==> src/include/lvm_pkg.sv <==
// shared constants and types for the low-voltage reset monitor
// assumes one 100 MHz clock domain and an 8-bit register port
package lvm_pkg;
   // register port widths and offsets
   localparam int ADDR_W = 8;
   localparam int DATA_W = 8;
   localparam logic [7:0] STATUS_OFS = 8'h00;
   localparam logic [7:0] EVENT_OFS = 8'h01;
   localparam logic [7:0] CONFIG_OFS = 8'h02;
   // field positions
   localparam int FLAG_BIT = 0;
   localparam int EVT_RESET_BIT = 0;
   localparam int EVT_STOP_BIT = 1;
   localparam int CFG_POWER_BIT = 0;
   localparam int CFG_RESETEN_BIT = 1;
   localparam int CFG_STOPEN_BIT = 2;
   localparam int CFG_HOLD_BIT = 7;
   // reset values
   localparam logic [1:0] EVENT_RST = 2'h0;
   localparam logic [7:0] RDATA_RST = 8'h00;
   // timing counts
   localparam int FILTER_CYCLES = 9;
   localparam int FLAG_MIN_OSC = 32;
   localparam int FLAG_MAX_OSC = 40;
   localparam int FLAG_SET_OSC = 36;
   localparam int FILT_CNT_W = 4;
   localparam int OSC_CNT_W = 6;

   typedef struct packed {
      logic stopEn;
      logic resetEn;
      logic power;
   } lvm_opts_t;

   typedef enum logic [1:0] {
      PH_WATCH = 2'b01,
      PH_HOLD = 2'b10
   } lvm_phase_t;

   typedef struct packed {
      logic [ADDR_W-1:0] addr;
      logic [DATA_W-1:0] wdata;
      logic wr;
      logic rd;
   } lvm_bus_t;

   typedef struct packed {
      lvm_opts_t opts;
      logic optsValid;
      logic xtalPrev;
      logic [FILT_CNT_W-1:0] filtCnt;
      lvm_phase_t phase;
      logic lvReset;
      logic pinOut;
      logic pinDrvN;
      logic wakeReq;
      logic [1:0] events;
      logic [DATA_W-1:0] rdata;
   } lvm_main_t;

   typedef struct packed {
      logic [OSC_CNT_W-1:0] cnt;
      logic flag;
   } lvm_timer_t;
endpackage

==> src/rtl/lvm_sync.sv <==
// two-stage synchroniser for asynchronous levels
// assumes inputs are levels from outside the mclk domain
`timescale 1ns/1ps
module lvm_sync #(
   parameter int WIDTH = 3
) (
   // clock and reset
   input wire logic mclk,
   input wire logic rst,
   // levels
   input wire logic [WIDTH-1:0] din,
   output logic [WIDTH-1:0] dout
);
   typedef struct packed {
      logic [WIDTH-1:0] s1;
      logic [WIDTH-1:0] s2;
   } lvm_sync_t;

   lvm_sync_t q;
   lvm_sync_t d;

   // first stage feeds only the second
   always_comb begin
      d.s1 = din;
      d.s2 = q.s1;
   end

   always_ff @(posedge mclk or posedge rst) begin
      if (rst) begin
         q <= '0;
      end else begin
         q <= d;
      end
   end

   assign dout = q.s2;
endmodule

==> src/rtl/lvm_flag_timer.sv <==
// low-supply status flag timed in crystal oscillator ticks
// assumes tick is a one-cycle pulse per oscillator cycle, inputs synchronous
`timescale 1ns/1ps
module lvm_flag_timer (
   // clock and reset
   input wire logic mclk,
   input wire logic rst,
   // oscillator tick and comparator levels
   input wire logic tick,
   input wire logic below,
   input wire logic above,
   // control
   input wire logic enable,
   input wire logic clear,
   // status
   output logic flag
);
   import lvm_pkg::*;

   localparam logic [OSC_CNT_W-1:0] SET_CNT = OSC_CNT_W'(FLAG_SET_OSC);

   lvm_timer_t q;
   lvm_timer_t d;

   // count ticks while low, hold between trip levels
   always_comb begin
      d = q;
      if (clear) begin
         d.cnt = '0;
         d.flag = 1'b0;
      end else if (!enable) begin
         d.cnt = '0;
      end else if (above) begin
         d.cnt = '0;
         d.flag = 1'b0;
      end else if (below) begin
         if (q.cnt == SET_CNT) begin
            d.flag = 1'b1;
         end else if (tick) begin
            d.cnt = q.cnt + 1'b1;
         end
      end else begin
         d.cnt = '0;
      end
   end

   always_ff @(posedge mclk or posedge rst) begin
      if (rst) begin
         q <= '0;
      end else begin
         q <= d;
      end
   end

   assign flag = q.flag;

   flag_clear_a: assert property (@(posedge mclk) disable iff (rst)
      clear |=> !flag) else $error("flag not cleared by reset");
   above_zero_a: assert property (@(posedge mclk) disable iff (rst)
      enable && above && !clear |=> !flag) else $error("flag set above rising level");
   flag_set_a: assert property (@(posedge mclk) disable iff (rst)
      $rose(flag) |-> $past(q.cnt) == SET_CNT) else $error("flag set at wrong count");
endmodule

==> src/rtl/lvm_monitor.sv <==
// low-voltage reset monitor: filter, status flag, forced reset
// assumes comparator outputs and oscillator pin are asynchronous,
// power modes and other reset sources come from mclk logic
//
// Contract
// monitoring starts straight out of reset without software help.
// comparator is ignored while the monitor power option is clear.
// nine consecutive low CPU cycles with reset enable force a reset.
// reset holds until the supply is above the rising level.
// one cycle above the rising level releases the reset.
// the reset also pulls the external reset pin low.
// status flag sets after 32 to 40 low oscillator cycles.
// flag clears above rising level, holds between the levels.
// any system reset clears the status flag.
// power set, reset enable clear means flag only, never reset.
// the three options are fixed straps, not software writable.
// the block never raises an interrupt request.
// monitor keeps running in wait mode when powered.
// a reset during wait mode wakes the processor.
// stop mode with stop option trips directly, bypassing the filter.
// stop mode without stop option leaves the monitor idle.
// flag timing uses the crystal oscillator clock.
// any cycle not low restarts the filter count from zero.
//
// The placing of the registers and the strobed register port were left to the implementer.
`timescale 1ns/1ps
module lvm_monitor (
   // clock and reset
   input wire logic mclk,
   input wire logic rst,
   // factory option straps
   input wire logic monitorPowerOption,
   input wire logic lowSupplyResetEnable,
   input wire logic stopModeMonitorEnable,
   // analog comparator outputs
   input wire logic supplyBelowFall,
   input wire logic supplyAboveRise,
   // crystal oscillator clock pin
   input wire logic crystalOscillatorClock,
   // processor power modes
   input wire logic waitMode,
   input wire logic stopMode,
   // other system reset sources
   input wire logic sysResetIn,
   // register port
   input wire lvm_pkg::lvm_bus_t regBus,
   output logic [lvm_pkg::DATA_W-1:0] regRdata,
   // reset and wake outputs
   output logic lowSupplyReset,
   output logic resetPinOut,
   output logic resetPinOeN,
   output logic wakeRequest,
   // status
   output logic lowSupplyFlag
);
   import lvm_pkg::*;

   localparam logic [FILT_CNT_W-1:0] FILT_LAST = FILT_CNT_W'(FILTER_CYCLES - 1);

   localparam lvm_main_t MAIN_RST = '{
      opts: '0,
      optsValid: 1'b0,
      xtalPrev: 1'b0,
      filtCnt: '0,
      phase: PH_WATCH,
      lvReset: 1'b0,
      pinOut: 1'b0,
      pinDrvN: 1'b1,
      wakeReq: 1'b0,
      events: EVENT_RST,
      rdata: RDATA_RST
   };

   lvm_main_t q;
   lvm_main_t d;
   logic [2:0] syncOut;
   logic xtalS;
   logic belowS;
   logic aboveS;
   logic xtalTick;
   logic active;
   logic armed;
   logic stopTrip;
   logic timerClear;
   logic flagQ;

   // comparator and oscillator levels cross into mclk
   lvm_sync #(
      .WIDTH(3)
   ) u_sync (
      .mclk(mclk),
      .rst(rst),
      .din({crystalOscillatorClock, supplyAboveRise, supplyBelowFall}),
      .dout(syncOut)
   );

   assign belowS = syncOut[0];
   assign aboveS = syncOut[1];
   assign xtalS = syncOut[2];

   // one pulse per crystal oscillator cycle
   assign xtalTick = xtalS & ~q.xtalPrev;

   // powered, and not parked in stop without the stop option
   assign active = q.opts.power && !(stopMode && !q.opts.stopEn);

   // filtered path runs on CPU cycles only, so never in stop
   assign armed = active && q.opts.resetEn && belowS && !stopMode;

   // stop mode has no CPU clock, so the trip goes straight through
   assign stopTrip = stopMode && q.opts.power && q.opts.stopEn
                     && q.opts.resetEn && belowS;

   // any system reset, ours included, clears the flag
   assign timerClear = sysResetIn || q.lvReset;

   // status flag timed on the crystal oscillator ticks
   lvm_flag_timer u_flag (
      .mclk(mclk),
      .rst(rst),
      .tick(xtalTick),
      .below(belowS),
      .above(aboveS),
      .enable(active),
      .clear(timerClear),
      .flag(flagQ)
   );

   // next-state logic for straps, filter, reset phase and registers
   always_comb begin
      d = q;
      d.wakeReq = 1'b0;
      d.xtalPrev = xtalS;
      d.rdata = RDATA_RST;

      // straps caught once after reset release, then frozen
      if (!q.optsValid) begin
         d.opts.power = monitorPowerOption;
         d.opts.resetEn = lowSupplyResetEnable;
         d.opts.stopEn = stopModeMonitorEnable;
         d.optsValid = 1'b1;
      end

      // write-one-to-clear of the event bits, sets below win
      if (regBus.wr && regBus.addr == EVENT_OFS) begin
         d.events = q.events & ~regBus.wdata[1:0];
      end

      // reset phase sequencing
      unique case (q.phase)
         PH_WATCH: begin
            if (stopTrip || (armed && q.filtCnt == FILT_LAST)) begin
               d.phase = PH_HOLD;
               d.filtCnt = '0;
               d.wakeReq = waitMode || stopMode;
               d.events[EVT_RESET_BIT] = 1'b1;
               if (stopTrip) begin
                  d.events[EVT_STOP_BIT] = 1'b1;
               end
            end else if (armed) begin
               d.filtCnt = q.filtCnt + 1'b1;
            end else begin
               d.filtCnt = '0;
            end
         end
         PH_HOLD: begin
            d.filtCnt = '0;
            if (aboveS) begin
               d.phase = PH_WATCH;
            end else begin
               d.phase = PH_HOLD;
            end
         end
      endcase

      // reset output and open-drain pin follow the phase
      d.lvReset = (d.phase == PH_HOLD);
      d.pinOut = 1'b0;
      d.pinDrvN = (d.phase != PH_HOLD);

      // register reads, answered next cycle
      if (regBus.rd) begin
         unique case (regBus.addr)
            STATUS_OFS: begin
               d.rdata[FLAG_BIT] = flagQ;
            end
            EVENT_OFS: begin
               d.rdata[1:0] = q.events;
            end
            CONFIG_OFS: begin
               d.rdata[CFG_POWER_BIT] = q.opts.power;
               d.rdata[CFG_RESETEN_BIT] = q.opts.resetEn;
               d.rdata[CFG_STOPEN_BIT] = q.opts.stopEn;
               d.rdata[CFG_HOLD_BIT] = (q.phase == PH_HOLD);
            end
            default: begin
               d.rdata = RDATA_RST;
            end
         endcase
      end
   end

   // single state register
   always_ff @(posedge mclk or posedge rst) begin
      if (rst) begin
         q <= MAIN_RST;
      end else begin
         q <= d;
      end
   end

   // outputs straight from flops; reset and wake only, no interrupt
   assign lowSupplyReset = q.lvReset;
   assign resetPinOut = q.pinOut;
   assign resetPinOeN = q.pinDrvN;
   assign wakeRequest = q.wakeReq;
   assign regRdata = q.rdata;
   assign lowSupplyFlag = flagQ;

   // assertion helpers: unbroken armed run and low oscillator ticks
   logic [FILT_CNT_W-1:0] armRun;
   logic [OSC_CNT_W-1:0] lowTicks;

   // length of the current armed run, held at the trip count
   always_ff @(posedge mclk or posedge rst) begin
      if (rst) begin
         armRun <= '0;
      end else if (!armed) begin
         armRun <= '0;
      end else if (armRun != FILT_LAST) begin
         armRun <= armRun + 1'b1;
      end
   end

   // oscillator ticks in the current unbroken low stretch, saturating
   always_ff @(posedge mclk or posedge rst) begin
      if (rst) begin
         lowTicks <= '0;
      end else if (timerClear || !active || aboveS || !belowS) begin
         lowTicks <= '0;
      end else if (xtalTick && lowTicks != '1) begin
         lowTicks <= lowTicks + 1'b1;
      end
   end

   // filter trip after nine unbroken low cycles
   filter_trip_a: assert property (@(posedge mclk) disable iff (rst)
      armed && armRun == FILT_LAST |=> lowSupplyReset)
      else $error("no reset after nine low cycles");

   // nothing but a low cycle or stop trip may start a reset
   no_early_a: assert property (@(posedge mclk) disable iff (rst)
      !lowSupplyReset && !stopTrip && q.filtCnt != FILT_LAST |=> !lowSupplyReset)
      else $error("reset before filter completed");

   // count restarts when a cycle is not low
   filt_restart_a: assert property (@(posedge mclk) disable iff (rst)
      !armed |=> q.filtCnt == '0)
      else $error("filter count not restarted");

   // reset held while supply not above rising level
   hold_keep_a: assert property (@(posedge mclk) disable iff (rst)
      lowSupplyReset && !aboveS |=> lowSupplyReset)
      else $error("reset released too early");

   // one cycle above rising level releases
   hold_release_a: assert property (@(posedge mclk) disable iff (rst)
      lowSupplyReset && aboveS |=> !lowSupplyReset)
      else $error("reset not released");

   // pin driven low exactly while in reset
   pin_drive_a: assert property (@(posedge mclk) disable iff (rst)
      resetPinOeN == !lowSupplyReset && !resetPinOut)
      else $error("reset pin does not follow reset");

   // polled mode never resets
   poll_only_a: assert property (@(posedge mclk) disable iff (rst)
      !q.opts.resetEn |-> !lowSupplyReset)
      else $error("reset with reset enable clear");

   // unpowered monitor ignores the comparator
   power_off_a: assert property (@(posedge mclk) disable iff (rst)
      !q.opts.power && !lowSupplyReset |=> !lowSupplyReset)
      else $error("reset with monitor unpowered");

   // straps frozen once caught
   strap_hold_a: assert property (@(posedge mclk) disable iff (rst)
      q.optsValid |=> $stable(q.opts))
      else $error("options changed at run time");

   // reset from wait mode wakes the processor
   wake_pulse_a: assert property (@(posedge mclk) disable iff (rst)
      $rose(lowSupplyReset) && $past(waitMode) |-> wakeRequest)
      else $error("no wake on reset in wait");

   // stop-mode trip bypasses the filter
   stop_trip_a: assert property (@(posedge mclk) disable iff (rst)
      stopTrip && !lowSupplyReset |=> lowSupplyReset)
      else $error("stop trip did not reset");

   // idle in stop without the stop option
   stop_idle_a: assert property (@(posedge mclk) disable iff (rst)
      stopMode && !q.opts.stopEn && !lowSupplyReset |=> !lowSupplyReset)
      else $error("reset in stop with stop option clear");

   // flag never sets before the short end of its window
   flag_early_a: assert property (@(posedge mclk) disable iff (rst)
      $rose(lowSupplyFlag) |-> lowTicks >= FLAG_MIN_OSC)
      else $error("status flag set too early");

   // a low stretch past the long end of the window shows the flag
   flag_late_a: assert property (@(posedge mclk) disable iff (rst)
      lowTicks > FLAG_MAX_OSC |-> lowSupplyFlag)
      else $error("status flag missing after long low stretch");

   // wake request is a single-cycle pulse
   wake_single_a: assert property (@(posedge mclk) disable iff (rst)
      wakeRequest |=> !wakeRequest)
      else $error("wake request longer than one cycle");

   // straps caught on the first edge after reset
   opts_latch_a: assert property (@(posedge mclk) disable iff (rst)
      !q.optsValid |=> q.optsValid)
      else $error("options not caught after reset");

   // reset entry always leaves its event bit set
   event_set_a: assert property (@(posedge mclk) disable iff (rst)
      $rose(lowSupplyReset) |-> q.events[EVT_RESET_BIT])
      else $error("reset event bit not set");

   // flag frozen in stop without the stop option
   stop_flag_a: assert property (@(posedge mclk) disable iff (rst)
      stopMode && !q.opts.stopEn && !timerClear |=> $stable(lowSupplyFlag))
      else $error("flag moved in stop with stop option clear");

   // other system resets clear the flag
   sys_clear_a: assert property (@(posedge mclk) disable iff (rst)
      sysResetIn |=> !lowSupplyFlag)
      else $error("flag not cleared by system reset");

   // oscillator tick lasts one cycle
   tick_single_a: assert property (@(posedge mclk) disable iff (rst)
      xtalTick |=> !xtalTick)
      else $error("oscillator tick longer than one cycle");

   // stop trip also wakes the processor
   stop_wake_a: assert property (@(posedge mclk) disable iff (rst)
      stopTrip && !lowSupplyReset |=> wakeRequest)
      else $error("no wake on stop trip");
endmodule

==> config.mk <==
export PLATFORM = sky130hd
export DESIGN_NAME = lvm_monitor
export DESIGN_NICKNAME = d
export VERILOG_FILES = /design/src/include/lvm_pkg.sv /design/src/rtl/lvm_sync.sv /design/src/rtl/lvm_flag_timer.sv /design/src/rtl/lvm_monitor.sv
export SDC_FILE = /design/constraint.sdc
export NUM_CORES = 1
export LEC_CHECK = 0
export BUFFER_PORTS_ARGS = -buffer_cell sky130_fd_sc_hd__buf_4
export CORE_ASPECT_RATIO = 2
export CORE_MARGIN = 4
export CORE_UTILIZATION = 50
export DETAILED_ROUTE_END_ITERATION = 8
export MAX_ROUTING_LAYER = met4
export PLACE_DENSITY = 0.89
export SLEW_MARGIN = 0
export SYNTH_ARGS = -nofsm -noshare
export SYNTH_HDL_FRONTEND = slang
export SYNTH_SLANG_ARGS = --single-unit
==> constraint.sdc <==
create_clock -name mclk -period 1.8 [get_ports mclk]
set_clock_uncertainty 0.05 [all_clocks]
set_input_delay 0.36 -clock mclk [delete_from_list [all_inputs] [get_ports mclk]]
set_output_delay 0.36 -clock mclk [all_outputs]
set_load 0.005 [all_outputs]
==> impl_metrics.toml <==
[status]
outcome = "finished, final reports clean"

[clock_tree]
cts-hold-fix-buffers = 0
cts.reportedPaths.clkPinSlew_ns = 0.07
post_cts_buffers = 0
clk_latency_ns = 0.28
cts_buffer_depth = 2
cts_tree = "built"
h-tree-depth = 2
clockRootBuffer = "clkbuf_8"
cts_made_buffers = 5
cts_sinks = 33
cts-resized-gates = 0

[synth]
yosys.area.top_type_share_pct = 53.3
seq_area_frac_synth_pct = 56.9
synth_top_area_cell = "dfrtp_1"
ys_top_cells_by_area = "dfrtp_1, buf_4, nor2_1"
syn_area_um2 = 1460
ys_warn_count = 0
ys_ff_latch = 33
synth_cells = 128
synth.distinct_cells = 36
syn_avg_cell_area_um2 = 11.4

[global_routing]
use_met3_pct = 4.51
grt_pass1_wl_um = 4340
grt_start_max_net_pins = 34
grt.busiest_layer = "met2"
use_met1_pct = 15.9
grt_usage_pct = 15.9
use_met2_pct = 25.8
first_global_vias = 1021
overflow = 0
antenna_found_initial = 0

[cells_and_area]
regArea_um2 = 828
stdcell_area_um2 = 1750
antennaDiodeCount = 0
filler_cell_count = 219
fin_util_pct = 63.3
drive_above_1_share_pct = 29.6
area_delta_synth_final_pct = 20.6
mostFrequentLayoutCells = "buf_4, dfrtp_1, nor2_1"
multi_input_area_um2 = 544
final_net_count = 194

[floorplanning]
die-height_um = 84.3
io-pin-count = 42
rows = 27
dieArea_um2 = 3890
start_util_pct = 52.5
core-area_um2 = 2770
dieWidth_um = 46.1

[sta]
slew_violations = 0
min_period_ns = 1.53
fmax_ghz = 0.655
setup_viol = 0
worst_slack_ns = 0.272
hold_viol = 0
fin_tns_setup_ns = 0
period_share_pct = 84.9
rsz0062_at_grt = "no"

[pwr]
power_frac_seq_pct = 54.6
switchingPower_mw = 0.403
clkPwrFrac_pct = 31.8
powerDensity_nw_per_um2 = 924
comb_power_share_pct = 13.6
p_leak_nw = 0.842
ir_drop_v = 0.000647
power.internal_mw = 1.22
switching_share_pct = 24.8

[critical_path]
path_max_fanout = 4
slowest_delay_ns = 0.40
regToRegSetupSlack_ns = 0.27
critPathRequiredTime_ns = 1.91
timing.rr.end = "u_flag.q[2]"
cp_data_arrival_time_ns = 1.64
start_kind = "register"
critical_path_class = "reg2reg"
r2r_start = "u_flag.q[1]"
slowest_stage = "dfrtp_1"
end_kind = "register"
crit_chain = "inv_1 > ha_1 > a41oi_1 > mux2i_1 > nor2_1"
r2r_cells = 5

[route]
vias_per_cell = 5.32
via_count = 1016
final_antenna_net_count = 0
dr.pass1.iters = 4
wl_per_cell_um = 13.9
postRouteWirelength_um = 2660
drc = 0
dr.first_iter.drc_count = 24

[placement]
place_ws_ns = 0.112
hpwl_um = 2130
finalWeightedCongestion = 0.820
io_buffers = 30
placed_area_um2 = 1670

[worst_hold_path]
min-delay-path-class = "in2async"

[job]
max-cap-violations = 0
[metal layers]
layer | wire [um] | part of all wire, % | vias up
met3 | 146 | 5.5 | 11
met4 | 106 | 4.0 | 0
li1 | - | - | 487
met2 | 1510 | 57 | 28
met1 | 894 | 34 | 490
met5 | 0 | 0 | -
[power groups by stage]
stage          sequential, mW  combinational, mW  clock (mW)
2_1_floorplan           0.883              0.135           0
3_3_place_gp            0.895              0.214           0
3_5_place_dp            0.898              0.222           0
4_1_cts                 0.885              0.223       0.535
5_1_grt                 0.898              0.248       0.560
6_report                0.885              0.220       0.516
[registers in the layout, summed over array words and instances, names as in the netlist]
| name | cells |
|---|---|
| lowSupplyReset | 1 |
| q | 13 |
| regRdata | 4 |
| resetPinOeN | 1 |
| u_flag.flag | 1 |
| u_flag.q | 6 |
| u_sync.d | 3 |
| u_sync.dout | 3 |
| wakeRequest | 1 |
[through the flow]
| stage | hold slack, ns | power, mW | cells |
|---|---|---|---|
| after floorplan | 0.281 | 1.02 | 132 |
| after global placement | 0.284 | 1.11 | 183 |
| after detailed placement | 0.285 | 1.12 | 183 |
| after CTS | 0.126 | 1.64 | 191 |
| after global routing | 0.124 | 1.71 | 191 |
| final | 0.113 | 1.62 | 191 |
[worst max path at each step]
stage	start	endpoint	slack (ns)
6_report	u_flag.q[1]	u_flag.q[2]	0.27
5_1_grt	u_flag.q[1]	u_flag.q[2]	0.15
4_1_cts	u_flag.q[1]	u_flag.q[2]	0.25
3_5_place_dp	regBus[17]	q[9]	0.11
3_3_place_gp	regBus[17]	q[9]	0.12
2_1_floorplan	regBus[17]	q[8]	0.30
[cell families (layout without fill, tap and decap cells)]
logic type | after synthesis | after routing | synth area share (%)
other | 2 | 6 | 0.516
buffers and inverters | 17 | 47 | 6.71
muxes | 5 | 5 | 3.70
DFF | 33 | 33 | 56.9
and+or+nand+nor | 50 | 50 | 19.6
AOI/OAI and AO/OA | 12 | 12 | 6.11
adders and majority gates | 4 | 4 | 3.44
xor gates and xnor gates | 5 | 5 | 3.01
[cell usage after synthesis, drive strengths merged]
cell,n
dfstp,2
inv,8
nor2b,4
nand2,6
nand4,4
dfrtp,31
mux2i,2
nor4,1
mux2,3
o211a,1
nand3,3
o21a,2
xnor2,2
a22oi,1
a22o,2
o22ai,1
a41oi,2
or3,1
o21ai,1
or2,1
conb,2
a21oi,2
nor3,3
and4,3
nand3b,1
buf,9
and3b,1
nor2,16
nand2b,2
or4,1
ha,4
and3,2
or3b,1
xor2,3
[critical path, delay by kind of cell, from the launching register on]
family          cells  cell delay (ns)
fa+ha+maj           1             0.21
buf+inv             1             0.07
compound gates      1             0.35
mux                 1             0.27
flops               1             0.40
simple gates        1             0.06
[cell type report]
cell class                      count  area share, %
Clock buffer                        6           4.14
Clock inverter                      2          0.571
Inverter                            8           1.71
Multi-Input combinational cell     82           31.0
Sequential cell                    33           47.2
Tap cell                           29           2.07
Timing Repair Buffer               31           13.3
No activity file was read; power rests on OpenSTA's default activity.
